==> src/hdl/output_compare_cfg.svh <==
// Register offsets, field positions, reset values and codes for the output compare channel.
// Assumes inclusion by its bare name from the package and the channel module.
`ifndef OUTPUT_COMPARE_CFG_SVH
`define OUTPUT_COMPARE_CFG_SVH

// Byte addresses of the registers on the APB.
`define OC_ADDR_CONTROL 12'h000
`define OC_ADDR_PRIMARY 12'h004
`define OC_ADDR_SECONDARY 12'h008
`define OC_ADDR_STATUS 12'h00c
`define OC_ADDR_MASK 12'h010
`define OC_ADDR_WIDTH 12

// Control register fields.
`define OC_CTRL_MODE_LSB 0
`define OC_CTRL_MODE_MSB 2
`define OC_CTRL_TSEL_BIT 3
`define OC_CTRL_FAULT_BIT 4
`define OC_CTRL_IDLE_BIT 13
`define OC_CTRL_WMASK 16'h200f

// Mode field codes.
`define OC_MODE_OFF 3'h0
`define OC_MODE_RISE 3'h1
`define OC_MODE_FALL 3'h2
`define OC_MODE_TOGGLE 3'h3
`define OC_MODE_ONE_PULSE 3'h4
`define OC_MODE_CONT_PULSE 3'h5
`define OC_MODE_PWM 3'h6
`define OC_MODE_PWM_FAULT 3'h7

// Interrupt status and mask fields.
`define OC_IRQ_COMPARE_BIT 0
`define OC_IRQ_FAULT_BIT 1
`define OC_IRQ_WIDTH 2

// Reset values.
`define OC_CTRL_RESET 16'h0000
`define OC_CMP_RESET 16'h0000
`define OC_IRQ_RESET 2'h0

`endif

==> src/hdl/output_compare_pkg.sv <==
// Types shared by the output compare channel and its surroundings.
// Assumes the constants header is on the include path.
`include "output_compare_cfg.svh"

package output_compare_pkg;

    typedef struct packed {
        logic [15:0] first_value;
        logic [15:0] second_value;
        logic first_period;
        logic second_period;
    } timer_bus_type;

    typedef struct packed {
        logic psel;
        logic penable;
        logic pwrite;
        logic [31:0] paddr;
        logic [31:0] pwdata;
    } apb_req_type;

    typedef struct packed {
        logic pready;
        logic pslverr;
        logic [31:0] prdata;
    } apb_rsp_type;

    typedef enum logic [1:0] {
        PULSE_WAIT_RISE,
        PULSE_WAIT_FALL,
        PULSE_DONE
    } pulse_state_type;

endpackage : output_compare_pkg

==> src/hdl/output_compare_channel.sv <==
// One output compare channel with an APB register slave and a level interrupt.
// Assumes two shared 16-bit timers outside, whose values and period pulses arrive
// synchronous to pclk, and a pad that uses the output enable (low = driven).
`timescale 1ns/1ps
`default_nettype none
`include "output_compare_cfg.svh"

module output_compare_channel #(
    parameter int CHANNEL_INDEX = 1
) (
    // Clock and reset.
    input wire logic pclk,
    input wire logic presetn,
    // APB slave.
    input wire output_compare_pkg::apb_req_type apb_req,
    output output_compare_pkg::apb_rsp_type apb_rsp,
    // Shared timers and system state.
    input wire output_compare_pkg::timer_bus_type timers,
    input wire logic cpu_idle,
    // Fault inputs, active on a falling edge.
    input wire logic fault_input_first,
    input wire logic fault_input_second,
    // Output pin and interrupt.
    output logic compare_output_pin,
    output logic compare_output_pin_oe_n,
    output logic irq
);
    import output_compare_pkg::*;

    ////////////////////////////////////////////////////////////////////////////
    // Registers and helpers.

    logic [2:0] mode_r;
    logic timer_select_r;
    logic idle_stop_select_r;
    logic fault_status_flag_r;
    logic [15:0] primary_compare_register_r;
    logic [15:0] secondary_compare_register_r;
    logic [`OC_IRQ_WIDTH-1:0] irq_status_r;
    logic [`OC_IRQ_WIDTH-1:0] irq_mask_r;
    logic [31:0] prdata_r;
    logic pslverr_r;
    logic [2:0] mode_prev_r;
    logic primary_match_prev_r;
    logic secondary_match_prev_r;
    logic fault_prev_r;
    logic pin_r;
    pulse_state_type pulse_state_r;

    logic [15:0] timer_value;
    logic period_edge;
    logic running;
    logic mode_entry;
    logic primary_event;
    logic secondary_event;
    logic fault_pin;
    logic fault_event;
    logic compare_irq_event;
    logic [15:0] control_view;
    logic wr_access;
    logic rd_setup;
    logic [`OC_ADDR_WIDTH-1:0] addr;
    logic is_pwm;
    logic halted;
    logic pwm_fault_mode;
    logic ctrl_write;
    logic primary_write;
    logic secondary_write;
    logic status_write;
    logic mask_write;
    logic [`OC_IRQ_WIDTH-1:0] irq_status_nxt;
    logic [31:0] read_nxt;

    // Reset view of the control register, split into its fields.
    localparam logic [15:0] CTRL_RESET = `OC_CTRL_RESET;
    localparam logic [2:0] MODE_RESET = CTRL_RESET[`OC_CTRL_MODE_MSB:`OC_CTRL_MODE_LSB];
    localparam logic TSEL_RESET = CTRL_RESET[`OC_CTRL_TSEL_BIT];
    localparam logic FAULT_RESET = CTRL_RESET[`OC_CTRL_FAULT_BIT];
    localparam logic IDLE_RESET = CTRL_RESET[`OC_CTRL_IDLE_BIT];

    // A match is an event only in its first cycle, so a stopped timer fires once.
    function automatic logic match_rise(input logic [15:0] value, input logic [15:0] cmp,
                                        input logic prev);
        match_rise = (value == cmp) && !prev;
    endfunction : match_rise

    function automatic logic addr_mapped(input logic [`OC_ADDR_WIDTH-1:0] a);
        addr_mapped = (a == `OC_ADDR_CONTROL) || (a == `OC_ADDR_PRIMARY) ||
                      (a == `OC_ADDR_SECONDARY) || (a == `OC_ADDR_STATUS) ||
                      (a == `OC_ADDR_MASK);
    endfunction : addr_mapped

    ////////////////////////////////////////////////////////////////////////////
    // Time base, halting and event detection.

    assign timer_value = timer_select_r ? timers.second_value : timers.first_value;
    assign period_edge = timer_select_r ? timers.second_period : timers.first_period;
    // A halted channel keeps its state but takes no events.
    assign halted = idle_stop_select_r && cpu_idle;
    assign running = (mode_r != `OC_MODE_OFF) && !halted;
    assign mode_entry = (mode_r != mode_prev_r);
    assign is_pwm = (mode_r == `OC_MODE_PWM) || (mode_r == `OC_MODE_PWM_FAULT);
    assign pwm_fault_mode = (mode_r == `OC_MODE_PWM_FAULT);
    assign fault_pin = (CHANNEL_INDEX <= 4) ? fault_input_first : fault_input_second;
    assign primary_event = running && !mode_entry &&
        match_rise(timer_value, primary_compare_register_r, primary_match_prev_r);
    assign secondary_event = running && !mode_entry &&
        match_rise(timer_value, secondary_compare_register_r, secondary_match_prev_r);
    assign fault_event = running && pwm_fault_mode &&
        fault_prev_r && !fault_pin;

    always_ff @(posedge pclk or negedge presetn) begin
        if (!presetn) begin
            primary_match_prev_r <= 1'b0;
            secondary_match_prev_r <= 1'b0;
            fault_prev_r <= 1'b1;
            mode_prev_r <= `OC_MODE_OFF;
        end else begin
            primary_match_prev_r <= (timer_value == primary_compare_register_r);
            secondary_match_prev_r <= (timer_value == secondary_compare_register_r);
            fault_prev_r <= fault_pin;
            mode_prev_r <= mode_r;
        end
    end

    ////////////////////////////////////////////////////////////////////////////
    // Pin sequencing per mode.

    always_ff @(posedge pclk or negedge presetn) begin
        if (!presetn) begin
            pin_r <= 1'b0;
            pulse_state_r <= PULSE_WAIT_RISE;
        end else if (mode_entry) begin
            pulse_state_r <= PULSE_WAIT_RISE;
            case (mode_r)
                `OC_MODE_RISE: pin_r <= 1'b0;
                `OC_MODE_FALL: pin_r <= 1'b1;
                `OC_MODE_TOGGLE: pin_r <= pin_r;
                `OC_MODE_ONE_PULSE, `OC_MODE_CONT_PULSE: pin_r <= 1'b0;
                `OC_MODE_PWM, `OC_MODE_PWM_FAULT: begin
                    pin_r <= (primary_compare_register_r != 16'h0000);
                end
                default: pin_r <= pin_r;
            endcase
        end else if (running) begin
            case (mode_r)
                `OC_MODE_RISE: begin
                    if (primary_event) begin
                        pin_r <= 1'b1;
                    end
                end
                `OC_MODE_FALL: begin
                    if (primary_event) begin
                        pin_r <= 1'b0;
                    end
                end
                `OC_MODE_TOGGLE: begin
                    if (primary_event) begin
                        pin_r <= !pin_r;
                    end
                end
                `OC_MODE_ONE_PULSE, `OC_MODE_CONT_PULSE: begin
                    case (pulse_state_r)
                        PULSE_WAIT_RISE: begin
                            if (primary_event) begin
                                pin_r <= 1'b1;
                                pulse_state_r <= PULSE_WAIT_FALL;
                            end
                        end
                        PULSE_WAIT_FALL: begin
                            if (secondary_event) begin
                                pin_r <= 1'b0;
                                pulse_state_r <= (mode_r == `OC_MODE_CONT_PULSE) ?
                                    PULSE_WAIT_RISE : PULSE_DONE;
                            end
                        end
                        PULSE_DONE: pin_r <= 1'b0;
                        default: pulse_state_r <= PULSE_WAIT_RISE;
                    endcase
                end
                `OC_MODE_PWM, `OC_MODE_PWM_FAULT: begin
                    if (fault_event || fault_status_flag_r) begin
                        pin_r <= 1'b0;
                    end else if (period_edge) begin
                        pin_r <= (secondary_compare_register_r != 16'h0000);
                    end else if (primary_event) begin
                        pin_r <= 1'b0;
                    end
                end
                default: pin_r <= pin_r;
            endcase
        end
    end

    assign compare_output_pin = pin_r;
    assign compare_output_pin_oe_n = (mode_r == `OC_MODE_OFF);

    ////////////////////////////////////////////////////////////////////////////
    // Interrupt events: the edges each mode reports.

    always_comb begin
        compare_irq_event = 1'b0;
        case (mode_r)
            // One-shot modes report only the edge that really moves the pin.
            `OC_MODE_RISE: begin
                compare_irq_event = primary_event && !pin_r;
            end
            `OC_MODE_FALL: begin
                compare_irq_event = primary_event && pin_r;
            end
            `OC_MODE_TOGGLE: begin
                compare_irq_event = primary_event;
            end
            `OC_MODE_ONE_PULSE, `OC_MODE_CONT_PULSE: begin
                compare_irq_event = secondary_event && (pulse_state_r == PULSE_WAIT_FALL);
            end
            `OC_MODE_PWM, `OC_MODE_PWM_FAULT: begin
                compare_irq_event = 1'b0;
            end
            default: compare_irq_event = 1'b0;
        endcase
    end

    ////////////////////////////////////////////////////////////////////////////
    // APB slave.

    assign addr = apb_req.paddr[`OC_ADDR_WIDTH-1:0];
    assign wr_access = apb_req.psel && apb_req.penable && apb_req.pwrite &&
                       addr_mapped(addr);
    assign rd_setup = apb_req.psel && !apb_req.penable;

    // One write strobe per register.
    assign ctrl_write = wr_access && (addr == `OC_ADDR_CONTROL);
    assign primary_write = wr_access && (addr == `OC_ADDR_PRIMARY);
    assign secondary_write = wr_access && (addr == `OC_ADDR_SECONDARY);
    assign status_write = wr_access && (addr == `OC_ADDR_STATUS);
    assign mask_write = wr_access && (addr == `OC_ADDR_MASK);

    assign control_view = {2'h0, idle_stop_select_r, 8'h00, fault_status_flag_r,
                           timer_select_r, mode_r};

    // Word returned for the address of the current setup cycle.
    always_comb begin
        read_nxt = 32'h0000_0000;
        case (addr)
            `OC_ADDR_CONTROL: read_nxt = {16'h0000, control_view};
            `OC_ADDR_PRIMARY: read_nxt = {16'h0000, primary_compare_register_r};
            `OC_ADDR_SECONDARY: read_nxt = {16'h0000, secondary_compare_register_r};
            `OC_ADDR_STATUS: read_nxt = {30'h0, irq_status_r};
            `OC_ADDR_MASK: read_nxt = {30'h0, irq_mask_r};
            default: read_nxt = 32'h0000_0000;
        endcase
    end

    // Read data and error are sampled in the setup cycle so both come from flops.
    always_ff @(posedge pclk or negedge presetn) begin
        if (!presetn) begin
            prdata_r <= 32'h0000_0000;
            pslverr_r <= 1'b0;
        end else if (rd_setup) begin
            pslverr_r <= !addr_mapped(addr);
            prdata_r <= read_nxt;
        end
    end

    assign apb_rsp.pready = 1'b1;
    assign apb_rsp.pslverr = pslverr_r;
    assign apb_rsp.prdata = prdata_r;

    ////////////////////////////////////////////////////////////////////////////
    // Control register.

    always_ff @(posedge pclk or negedge presetn) begin
        if (!presetn) begin
            mode_r <= MODE_RESET;
            timer_select_r <= TSEL_RESET;
            idle_stop_select_r <= IDLE_RESET;
        end else if (ctrl_write) begin
            // Writes land as given; software keeps the timer stopped around them.
            mode_r <= apb_req.pwdata[`OC_CTRL_MODE_MSB:`OC_CTRL_MODE_LSB];
            timer_select_r <= apb_req.pwdata[`OC_CTRL_TSEL_BIT];
            idle_stop_select_r <= apb_req.pwdata[`OC_CTRL_IDLE_BIT];
        end
    end

    // The flag ignores software; it drops only when the channel leaves the fault mode.
    always_ff @(posedge pclk or negedge presetn) begin
        if (!presetn) begin
            fault_status_flag_r <= FAULT_RESET;
        end else if (fault_event) begin
            fault_status_flag_r <= 1'b1;
        end else if (!pwm_fault_mode) begin
            fault_status_flag_r <= 1'b0;
        end
    end

    ////////////////////////////////////////////////////////////////////////////
    // Compare registers.

    always_ff @(posedge pclk or negedge presetn) begin
        if (!presetn) begin
            primary_compare_register_r <= `OC_CMP_RESET;
        end else if (running && is_pwm && period_edge) begin
            primary_compare_register_r <= secondary_compare_register_r;
        end else if (primary_write) begin
            primary_compare_register_r <= apb_req.pwdata[15:0];
        end
    end

    always_ff @(posedge pclk or negedge presetn) begin
        if (!presetn) begin
            secondary_compare_register_r <= `OC_CMP_RESET;
        end else if (secondary_write) begin
            secondary_compare_register_r <= apb_req.pwdata[15:0];
        end
    end

    ////////////////////////////////////////////////////////////////////////////
    // Interrupt status, mask and output; a new event beats a same-cycle clear.

    always_comb begin
        irq_status_nxt = irq_status_r;
        for (int i = 0; i < `OC_IRQ_WIDTH; i++) begin
            if ((i == `OC_IRQ_COMPARE_BIT) && compare_irq_event) begin
                irq_status_nxt[i] = 1'b1;
            end else if ((i == `OC_IRQ_FAULT_BIT) && fault_event) begin
                irq_status_nxt[i] = 1'b1;
            end else if (status_write && apb_req.pwdata[i]) begin
                irq_status_nxt[i] = 1'b0;
            end
        end
    end

    always_ff @(posedge pclk or negedge presetn) begin
        if (!presetn) begin
            irq_status_r <= `OC_IRQ_RESET;
        end else begin
            irq_status_r <= irq_status_nxt;
        end
    end

    always_ff @(posedge pclk or negedge presetn) begin
        if (!presetn) begin
            irq_mask_r <= `OC_IRQ_RESET;
        end else if (mask_write) begin
            irq_mask_r <= apb_req.pwdata[`OC_IRQ_WIDTH-1:0];
        end
    end

    assign irq = |(irq_status_r & irq_mask_r);

endmodule : output_compare_channel
`default_nettype wire

==> config.mk <==
export PLATFORM = sky130hd
export DESIGN_NAME = output_compare_channel
export DESIGN_NICKNAME = d
export VERILOG_FILES = /design/src/hdl/output_compare_pkg.sv /design/src/hdl/output_compare_channel.sv
export VERILOG_INCLUDE_DIRS = /design/src /design/src/hdl
export SDC_FILE = /design/constraint.sdc
export NUM_CORES = 1
export LEC_CHECK = 0
export CELL_PAD_IN_SITES_DETAIL_PLACEMENT = 1
export CELL_PAD_IN_SITES_GLOBAL_PLACEMENT = 1
export CORE_ASPECT_RATIO = 1.25
export CORE_MARGIN = 5
export CORE_UTILIZATION = 35
export DETAILED_ROUTE_END_ITERATION = 10
export DONT_BUFFER_PORTS = 1
export GPL_ROUTABILITY_DRIVEN = 0
export PLACE_DENSITY = 0.68
export SYNTH_ARGS = -nofsm -noshare
export SYNTH_HDL_FRONTEND = slang
export SYNTH_SLANG_ARGS = --single-unit
==> constraint.sdc <==
create_clock -name pclk -period 3 [get_ports pclk]
set_input_delay 0.45 -clock pclk [delete_from_list [all_inputs] [get_ports pclk]]
set_output_delay 0.45 -clock pclk [all_outputs]
set_load 0.005 [all_outputs]
Word level (Yosys, flattened, before mapping)

Cells that the tools add are included.

Bits in registers: 84
Latch bits: 0
Memory bits (writable): 0
ROM bits: 0
Input bits: 106
Output and inout port bits: 37
Memories kept: 0

$add $sub $neg: 0
Multiply operators: 0
Divide/modulo/power cells: 0
Magnitude comparators: 0
Eq/ne operators: 24
Shift operators: 0
Muxes and demuxes: 30
Bitwise operators: 1
Reductions and logical operators: 58

Operator list:

| kind                                                   | count |
|---|---|
| case mux 16 bit (5 select lines)                       | 1 |
| two-way mux 16 bit                                     | 3 |
| equality test 16 bit                                   | 2 |
| nonzero test 16 bit                                    | 2 |
| logical AND 1 bit                                      | 26 |
| equality test 12 x 4 -> 1 bit (second input constant)  | 2 |
| two-way mux 1 bit                                      | 15 |
| equality test 12 x 3 -> 1 bit (second input constant)  | 1 |
| equality test 12 x 5 -> 1 bit (second input constant)  | 1 |
| equality test 3 bit (second input constant)            | 4 |
| zero test 12 bit                                       | 1 |
| two-way mux 2 bit                                      | 6 |
| nonzero test 2 bit                                     | 5 |
| inequality test 3 bit (second input constant)          | 3 |
| zero test 1 bit                                        | 8 |
| equality test 3 x 2 -> 1 bit (second input constant)   | 2 |
| logical OR 1 bit                                       | 6 |
| case mux 1 bit (3 select lines)                        | 2 |
| case mux 2 bit (3 select lines)                        | 1 |
| AND reduction 6 bit                                    | 1 |
| nonzero test 6 bit                                     | 1 |
| OR reduction 2 bit                                     | 3 |
| inequality test 5 x 3 -> 1 bit (second input constant) | 1 |
| case mux 1 bit (5 select lines)                        | 1 |
| other kinds (14)                                       | 15 |

Logic depth before layout (Yosys ltp)

Gate-level depths: netlist (run 1).

Depth after elaboration: 11
Gate-level depth with buffers: 9

Least setup slack after synthesis (run 1)

Ideal clock, no wire load.

Path kind: input port to flip-flop
From: input port apb_req[41] in the netlist's numbering
To: register secondary_compare_register_r[10]
Library setup time: 0.128 ns
Data arrival time: 2.286 ns
Path slack: 0.587 ns
Cell stages on the path: 7
Buffers on the path: 1
Cell sequence: nor4_1 > nand2_1 > nor2_1 > nand2_1 > nor3_1 > buf_2 > mux2_1

Cells in the longest elaborated chain, start to end: 7
Elaborated cells between the ends (all ways): 11

RTL lines:

| item                                                                     | RTL line                      | text |
|---|---|---|
| start, declared                                                          | output_compare_channel.sv:15  | `input wire output_compare_pkg::apb_req_type apb_req,` |
| equality test 12 x 3 -> 1 bit / zero test 12 bit (equally long branches) | -                             |  |
| logical OR 1 bit (4 in series)                                           | output_compare_channel.sv:88  | `` addr_mapped = (a == `OC_ADDR_CONTROL) \|\| (a == `OC_ADDR_PRIMARY) \|\| `` |
| logical AND 1 bit                                                        | output_compare_channel.sv:228 | `assign wr_access = apb_req.psel && apb_req.penable && apb_req.pwrite &&` |
| logical AND 1 bit (*)                                                    | output_compare_channel.sv:235 | `` assign secondary_write = wr_access && (addr == `OC_ADDR_SECONDARY); `` |
| end signal, assigned                                                     | output_compare_channel.sv:312 | `` secondary_compare_register_r <= `OC_CMP_RESET; `` |
| end signal, assigned                                                     | output_compare_channel.sv:314 | `secondary_compare_register_r <= apb_req.pwdata[15:0];` |
| end, declared                                                            | output_compare_channel.sv:38  | `logic [15:0] secondary_compare_register_r;` |

Every way passes the cells marked *; elsewhere a longest branch is shown, timed or not.
A chain may end at the register's enable or synchronous reset.

Worst setup path in the final report (run 1)

From: register timer_select_r
To: register pulse_state_r[0]

Cells in the longest elaborated chain, start to end: 6
Elaborated cells between the ends (all ways): 10

RTL lines:

| item                                        | RTL line                                                     | text |
|---|---|---|
| start, declared                             | output_compare_channel.sv:34                                 | `logic timer_select_r;` |
| start signal, assigned                      | output_compare_channel.sv:281                                | `` timer_select_r <= apb_req.pwdata[`OC_CTRL_TSEL_BIT]; `` |
| two-way mux 16 bit (*)                      | output_compare_channel.sv:96                                 | `assign timer_value = timer_select_r ? timers.second_value : timers.first_value;` |
| equality test 16 bit                        | output_compare_channel.sv:84                                 | `match_rise = (value == cmp) && !prev;` |
| logical AND 1 bit                           | output_compare_channel.sv:84                                 |  |
| logical AND 1 bit, on equally long branches | output_compare_channel.sv:107, output_compare_channel.sv:105 |  |
| inequality test 3 bit (no source line)      | -                                                            |  |
| AND reduction 5 bit (no source line) (*)    | -                                                            |  |
| end signal, assigned                        | output_compare_channel.sv:173                                | `` pulse_state_r <= (mode_r == `OC_MODE_CONT_PULSE) ? `` |
| end, declared                               | output_compare_channel.sv:48                                 | `pulse_state_type pulse_state_r;` |

Marked as above.

==> results.toml, run 1 <==
[outcome]
status = "finished, violations left"
violations = "hold timing"

[clock_tree]
cts_setup_buffers = 0
insertion_delay_ns = 0.33
cts.clk_slew.worst_paths_ns = 0.06
cts_resized = 0
clockBufferDepth = 2
clkSinkCount = 68
numCtsBuffers = 9
hold_buffers = 1
tritoncts = "done"
root_buffer = "clkbuf_16"
htreeDepth = 3

[power]
p_per_area_nw_per_um2 = 482
p_leak_nw = 1.97
ir_worst_vdd_uv = 332

[layout]
nFillCells = 1320
final_nets = 526
drive_above_1_share = 0.128
antenna_cells = 0
final_area_um2 = 4590
area_growth_pct = 11.0

[floorplanning]
io_pins = 143
die_y_um = 132
start_util = 0.356
die-area_um2 = 14100
num_rows = 44
die_w_um = 107
coreArea_um2 = 11600

[grt]
grt_util_all_layers = 0.169
grt_max_degree = 69
antenna_found_initial = 0
grt_pass1_vias = 3323
grt_overflow = 0
grt_pass1_wl_um = 18500

[critical_path]
crit_fanout = 19
worstSetupStartpointType = "flop"
crit_arrival_ns = 2.92
required_ns = 3.21
r2r_cells = 8
path_delay_family = "simple AND/OR/NAND/NOR gates"
r2r-end = "pulse_state_r[0]"
crit_top_cell = "mux2i_1"
path_class = "flop to flop"
endpoint_kind = "flop"
cp_cell_sequence = "buf_12 -> mux2i_1 -> xnor2_1 -> nor4_2 -> nand4_2 -> or2_1 -> a221o_1 -> mux2i_1"
slowest_delay_ns = 0.42
r2r_slack_ns = 0.29
cp_slowest_cell = "mux2i_1"
critical_path_buf_inv_count = 1
r2r-start = "timer_select_r"

[sta]
relSlewSlack = 0.266
whs_ns = -0.0265
hold_violations = 7
fmax_mhz = 369
finalCriticalPeriod_ns = 2.71
setup_viol = 0
worstMarginPinSlew_ns = 1.10
post-route-period-util = 0.903
setup-tns-final_ns = 0
rsz0062_at_grt = "no"
final.setup_skew_ns = 0.00601
slew_viol_final = 0

[synth]
synth-simple-area-share = 0.159
async_flop_share = 1.00
synth.mux.area_fraction = 0.169
synthXorXnorAreaFrac = 0.0742
yosys_warnings = 0
yosysSeqAreaShare = 0.412
synthAdderAreaFrac = 0.0121
synth-compound-area-share = 0.111
synth_top_family_by_area = "multiplexers"
synth_cells = 417
syn_area_per_cell_um2 = 9.91
synth-seq-cells = 68
synth_edf_count = 0
netlist_area_um2 = 4130
synth_cell_type_count = 53
ys_dominant_reg_cell = "dfrtp_1"

[routing]
drc = 0
wl_per_cell_um = 20.3
ant_nets = 0
vias = 3106
dr.pass1.iters = 4
vias_per_cell = 5.34
drt_iter0_drc = 112
drt_wl_total_um = 11800

[placed_design]
placedInstanceArea_um2 = 4260
io_buffers = 0
dpl.hpwl_um = 8980

[worst_hold_path]
hold_path.class = "input port to asynchronous set/reset pin"

[flow_run]
maxCapViolations = 0
## cell families (layout without fill, tap and decap cells)
family | after synthesis | after routing
AND/OR/NAND/NOR | 126 | 126
AO/OA/AOI/OAI | 75 | 75
flip-flops | 68 | 68
multiplexers | 63 | 63
buffers and inverters | 44 | 33
XOR/XNOR | 35 | 35
adder cells (fa/ha/maj) | 4 | 4
other | 2 | 17
## cells in the final DEF, fill, tap and decap left out, types with 3 or more instances in the layout
cell and count:
a22oi_1 10, xor2_1 19, mux2_2 9, nor4_1 9, nand2b_1 4, and3_1 3, nor4_2 6, a21oi_1 9
mux2i_4 3, nand4_1 7, nor3_1 6, dfrtp_1 67, ha_1 4, xnor2_1 16, conb_1 17, nand2_1 53
buf_4 9, nand3_1 5, o21ai_0 11, inv_1 6, nor2_1 16, mux2i_1 37, o21ai_1 27, mux2_1 13
clkinvlp_4 3, o31ai_1 4, clkbuf_16 9
## worst max-delay path by stage
stage / end / from / cells after the start / slack [ns]
2_1_floorplan: secondary_compare_register_r[10] / apb_req[41] / 7 / 0.59
3_3_place_gp: pulse_state_r[0] / timer_select_r / 8 / 0.38
3_5_place_dp: pulse_state_r[0] / timer_select_r / 8 / 0.26
4_1_cts: pulse_state_r[0] / timer_select_r / 8 / 0.28
5_1_grt: pulse_state_r[1] / timer_select_r / 8 / 0.18
6_report: pulse_state_r[0] / timer_select_r / 8 / 0.29
## area by class of cell
class / count / area [um^2] / area share
timing repair buffer: 11 / 115 / 0.0251
clock inverter: 7 / 75.1 / 0.0164
clock buffer: 9 / 225 / 0.0491
tap: 161 / 201 / 0.0439
sequential: 68 / 1700 / 0.371
multi-input combinational: 320 / 2250 / 0.490
inverter: 6 / 22.5 / 0.00491
## cell usage after synthesis, types with 4 or more instances
master,instances,share of area
a21oi_1,10,0.012
a22oi_1,10,0.018
buf_4,18,0.033
clkbuf_1,16,0.015
dfrtp_1,67,0.41
ha_1,4,0.012
inv_1,6,0.0054
mux2_1,13,0.035
mux2_2,9,0.025
mux2i_1,37,0.090
nand2_1,53,0.048
nand2b_1,4,0.0061
nand3_1,5,0.0061
nand4_1,7,0.011
nor2_1,16,0.015
nor3_1,7,0.0085
nor4_1,9,0.014
nor4_2,6,0.018
o21ai_0,11,0.013
o21ai_1,27,0.033
o31ai_1,4,0.0073
xnor2_1,16,0.034
xor2_1,19,0.040
## sequential cells by signal, indices dropped and copies added (netlist names)
name	count
irq_mask_r	2
pulse_state_r	2
irq_status_r	2
fault_status_flag_r	1
idle_stop_select_r	1
mode_prev_r	3
timer_select_r	1
secondary_compare_register_r	16
compare_output_pin	1
secondary_match_prev_r	1
primary_match_prev_r	1
pslverr_r	1
prdata_r	16
primary_compare_register_r	16
fault_prev_r	1
mode_r	3
## worst reg2reg max path: stages (launching register included)
cell	delay, ns
dfrtp_1	0.37
buf_12	0.20
mux2i_1	0.43
xnor2_1	0.14
nor4_2	0.36
nand4_2	0.24
or2_1	0.31
a221o_1	0.41
mux2i_1	0.14
## per-stage QoR
stage	power [mW]	cells	hold WS, ns	worst slack (ns)	util
2_1_floorplan	1.12	432	0.154	0.587	-
3_3_place_gp	1.13	565	0.158	0.379	0.367
3_5_place_dp	1.13	565	0.158	0.265	0.367
4_1_cts	2.24	582	0.0130	0.276	0.395
5_1_grt	2.29	582	0.0272	0.181	0.395
6_report	2.21	582	-0.0265	0.290	0.395
## where the power goes
group | switching, mW | internal (mW) | total (mW) | leakage, nW
registers | 0.0299 | 0.938 | 0.968 | 0.887
logic | 0.102 | 0.0682 | 0.171 | 0.946
clock network | 0.427 | 0.648 | 1.07 | 0.138
## per-layer routing
metal	track usage	vias up	share of wire	wire length (um)
met4	0.0533	0	0.017	205
met1	0.197	1558	0.41	4770
met5	0	-	0	0
met2	0.302	86	0.53	6240
met3	0.0397	14	0.048	570
li1	-	1448	-	-
(Power assumes the default switching activity.)
==> run 2, diff against run 1 <==
HOLD_SLACK_MARGIN = 0.15   (was unset)
==> results.toml, run 2 (synthesized netlist as in run 1, its figures left out) <==
[grt]
grt_max_degree = 69
grt_util_all_layers = 0.169
gr-usage-met2 = 0.303
grt_overflow = 0
grt_pass1_vias = 3337
grt_pass1_wl_um = 18600
use_met3 = 0.0397
antenna_found_initial = 0
grt-busiest-layer = "met2"
groute.layer.met1.usage = 0.197

[floorplanning]
start_util = 0.356
die_w_um = 107
coreArea_um2 = 11600
io_pins = 143
die_y_um = 132
num_rows = 44
die-area_um2 = 14100

[routing]
ant_nets = 0
vias = 3129
wl_per_cell_um = 20.3
vias_per_cell = 5.36
drt_iter0_drc = 97
dr.pass1.iters = 4
drc = 0
drt_wl_total_um = 11800

[sta]
whs_ns = 0.236
final.setup_skew_ns = 0.00601
post-route-period-util = 0.904
hold_violations = 0
finalCriticalPeriod_ns = 2.71
slew_viol_final = 0
rsz0062_at_grt = "no"
setup-tns-final_ns = 0
setup_viol = 0
relSlewSlack = 0.267
fmax_mhz = 369
worstMarginPinSlew_ns = 1.10

[clock_tree]
htreeDepth = 3
tritoncts = "done"
clockBufferDepth = 2
numCtsBuffers = 9
insertion_delay_ns = 0.33
root_buffer = "clkbuf_16"
cts_resized = 0
cts.clk_slew.worst_paths_ns = 0.06
clkSinkCount = 68

[worst_hold_path]
holdPathEnd = "mode_r[2]"
min_from = "apb_req[2]"
hold_path.class = "input port to flop"
hold_depth = 2

[critical_path]
worstSetupStartpointType = "flop"
r2r-end = "pulse_state_r[0]"
crit_arrival_ns = 2.92
crit_fanout = 19
startpoint = "timer_select_r"
r2r_slack_ns = 0.29
endpoint_kind = "flop"
r2r-start = "timer_select_r"
path_class = "flop to flop"
r2r_cells = 8
required_ns = 3.21

[layout]
layout_commonest_cell = "dfrtp_1"
final_cell_mix = "67 x dfrtp_1, 53 x nand2_1, 37 x mux2i_1"
largestRegisters = "prdata_r (16), primary_compare_register_r (16), secondary_compare_register_r (16)"
antenna_cells = 0
area_growth_pct = 11.5
drive_above_1_share = 0.128
utilization = 0.397
final_nets = 528

[power]
p_sw_mw = 0.560
p_leak_nw = 1.98
switching_share = 0.253
seq_power_share = 0.437
p_per_area_nw_per_um2 = 481
power_frac_comb = 0.078
p_int_mw = 1.66
ir_worst_vdd_uv = 332
pwr-share-clk = 0.485

[outcome]
status = "complete, no violations"

[placed_design]
dpl.hpwl_um = 8980
io_buffers = 0

[flow_run]
maxCapViolations = 0
run 2: changes by cell type in the layout (fill, tap and decap cells not counted):
cell / previous run / this run
dlygate4sd3_1: 0 / 2
run 2: cell type report:
type                    instances  area, um^2
inverters                       6        22.5
well taps                     161         201
flip-flops and latches         68        1700
fillers                      1319        7010
clock buffers                   9         225
repair buffers                 13         135
clock inverters                 7        75.1
multi-input cells             320        2250
run 2: metal layers:
metal / wire (um) / part of all wire
met1: 4810 / 0.41
met2: 6300 / 0.53
met3: 554 / 0.047
met4: 177 / 0.015
met5: 0 / 0
run 2: worst max-delay path by stage:
stage,to
finish,pulse_state_r[0]
global route,pulse_state_r[1]
CTS,pulse_state_r[0]
detailed placement,pulse_state_r[0]
global placement,pulse_state_r[0]
floorplan,secondary_compare_register_r[10]
run 2: metrics by stage:
stage	instance area [um^2]	power [mW]	setup slack, ns	instances
after floorplan	4190	1.12	0.587	432
after global placement	4260	1.13	0.379	565
final	4610	2.22	0.288	584
after CTS	4610	2.24	0.276	584
after global routing	4610	2.30	0.181	584
after detailed placement	4260	1.13	0.265	565
run 2: what timing repair did:
| action | in CTS | in global routing |
|---|---|---|
| hold buffers | 3 | 0 |
| buffers inserted | 0 | 0 |
| hold endpoints to repair | 69 | 0 |
run 2: power groups by stage:
stage / combinational [mW] / sequential [mW] / clock (mW)
after detailed placement: 0.148 / 0.984 / 0
after CTS: 0.176 / 0.968 / 1.10
after floorplan: 0.145 / 0.972 / 0
after global routing: 0.193 / 0.970 / 1.13
final: 0.174 / 0.968 / 1.07
after global placement: 0.143 / 0.983 / 0
run 2: worst max-delay path: stages, from the launching register on:
cell     delay [ns]
dfrtp_1        0.37
buf_12         0.20
mux2i_1        0.42
xnor2_1        0.14
nor4_2         0.36
nand4_2        0.24
or2_1          0.31
a221o_1        0.41
mux2i_1        0.13
==> run 3, diff against run 2 <==
CELL_PAD_IN_SITES_DETAIL_PLACEMENT = unset   (was 1)
CELL_PAD_IN_SITES_GLOBAL_PLACEMENT = unset   (was 1)
CTS_CLUSTER_SIZE = 30   (was unset)
PLACE_DENSITY = 0.55   (was 0.68)
==> results.toml, run 3 (synthesized netlist as in run 1, its figures left out) <==
[layout]
final_nets = 528
stdcell_count = 584
largestRegisters = "prdata_r (16), primary_compare_register_r (16), secondary_compare_register_r (16)"
nFillCells = 1108
multiInputGateArea_um2 = 2250
area_growth_pct = 13.2
drive_above_1_share = 0.128
final_area_um2 = 4680
final_cell_mix = "67 x dfrtp_1, 53 x nand2_1, 37 x mux2i_1"
antenna_cells = 0
layout_commonest_cell = "dfrtp_1"
register_area_um2 = 1700

[critical_path]
r2r_cells = 8
slowest_delay_ns = 0.42
path_class = "flop to flop"
crit_top_cell = "mux2i_1"
r2r-start = "timer_select_r"
startpoint = "timer_select_r"
path_delay_family = "simple AND/OR/NAND/NOR gates"
crit_arrival_ns = 2.95
required_ns = 3.20
cp_slowest_cell = "mux2i_1"
cp_cell_sequence = "buf_12 -> mux2i_1 -> xnor2_1 -> nor4_2 -> nand4_2 -> or2_1 -> a221o_1 -> mux2i_1"
worstSetupStartpointType = "flop"
endpoint_kind = "flop"
critical_path_buf_inv_count = 1
r2r_slack_ns = 0.25
r2r-end = "pulse_state_r[0]"
crit_fanout = 19

[floorplanning]
num_rows = 44
die-area_um2 = 14100
die_w_um = 107
start_util = 0.356
die_y_um = 132
io_pins = 143
coreArea_um2 = 11600

[clock_tree]
tritoncts = "done"
insertion_delay_ns = 0.33
cts_setup_buffers = 0
hold_buffers = 3
htreeDepth = 3
cts.clk_slew.worst_paths_ns = 0.06
cts_resized = 0
root_buffer = "clkbuf_16"
numCtsBuffers = 9
clockBufferDepth = 2
clkSinkCount = 68

[routing]
drt_iter0_drc = 117
vias = 3023
vias_per_cell = 5.18
dr.pass1.iters = 4
drt_wl_total_um = 10800
wl_per_cell_um = 18.5
drc = 0
ant_nets = 0

[sta]
worstMarginPinSlew_ns = 1.11
fmax_mhz = 364
worst_slack_ns = 0.253
post-route-period-util = 0.916
relSlewSlack = 0.263
rsz0062_at_grt = "no"
setup-tns-final_ns = 0
finalCriticalPeriod_ns = 2.75
hold_violations = 0
setup_viol = 0
slew_viol_final = 0
final.setup_skew_ns = 0.00852

[power]
power_mw = 2.47
ir_worst_vdd_uv = 308
p_leak_nw = 2.02
p_per_area_nw_per_um2 = 527

[placed_design]
place_ws_ns = 0.271
dpl.hpwl_um = 8190
dp_cells = 565
io_buffers = 0
placedInstanceArea_um2 = 4260

[worst_hold_path]
hold_depth = 2
hold_path.class = "input port to flop"
holdPathEnd = "mode_r[1]"
min_from = "apb_req[1]"

[flow_run]
maxCapViolations = 0

[outcome]
status = "complete, no violations"

[grt]
grt_pass1_wl_um = 17000
grt_overflow = 0
grt_util_all_layers = 0.156
antenna_found_initial = 0
grt_pass1_vias = 3044
grt_max_degree = 69
==> run 3: report_power, final <==
part,internal (mW),total [mW],switching [mW]
Sequential,0.938,0.966,0.0284
Combinational,0.0698,0.169,0.0996
Clock,0.904,1.33,0.427
==> run 3: cell type report <==
class,count,area share
Clock buffer,9,0.0481
Tap cell,161,0.0430
Sequential cell,68,0.364
Timing Repair Buffer,13,0.0289
Inverter,6,0.00481
Clock inverter,7,0.0313
Multi-Input combinational cell,320,0.480
==> run 3: worst register-to-register path: stages (launching register included) <==
cell     delay [ns]
dfrtp_1        0.37
buf_12         0.20
mux2i_1        0.44
xnor2_1        0.14
nor4_2         0.37
nand4_2        0.26
or2_1          0.32
a221o_1        0.40
mux2i_1        0.14
==> run 3: worst max-delay path by stage <==
stage	slack, ns	cells after the start	to
2_1_floorplan	0.59	7	secondary_compare_register_r[10]
3_3_place_gp	0.37	8	pulse_state_r[1]
3_5_place_dp	0.27	8	pulse_state_r[0]
4_1_cts	0.27	8	pulse_state_r[0]
5_1_grt	0.15	8	pulse_state_r[0]
6_report	0.25	8	pulse_state_r[0]
==> run 3: metrics by stage <==
step	hold slack, ns	util
floorplan	0.154	-
CTS	0.233	0.403
global placement	0.158	0.367
detailed placement	0.158	0.367
finish	0.243	0.403
global route	0.239	0.403
==> run 3: layer usage <==
layer,global-route usage,routed length [um],vias to the layer above
met3,0.0383,579,11
met5,0,0,-
li1,-,-,1453
met2,0.267,5560,90
met4,0.0490,160,0
met1,0.191,4520,1469
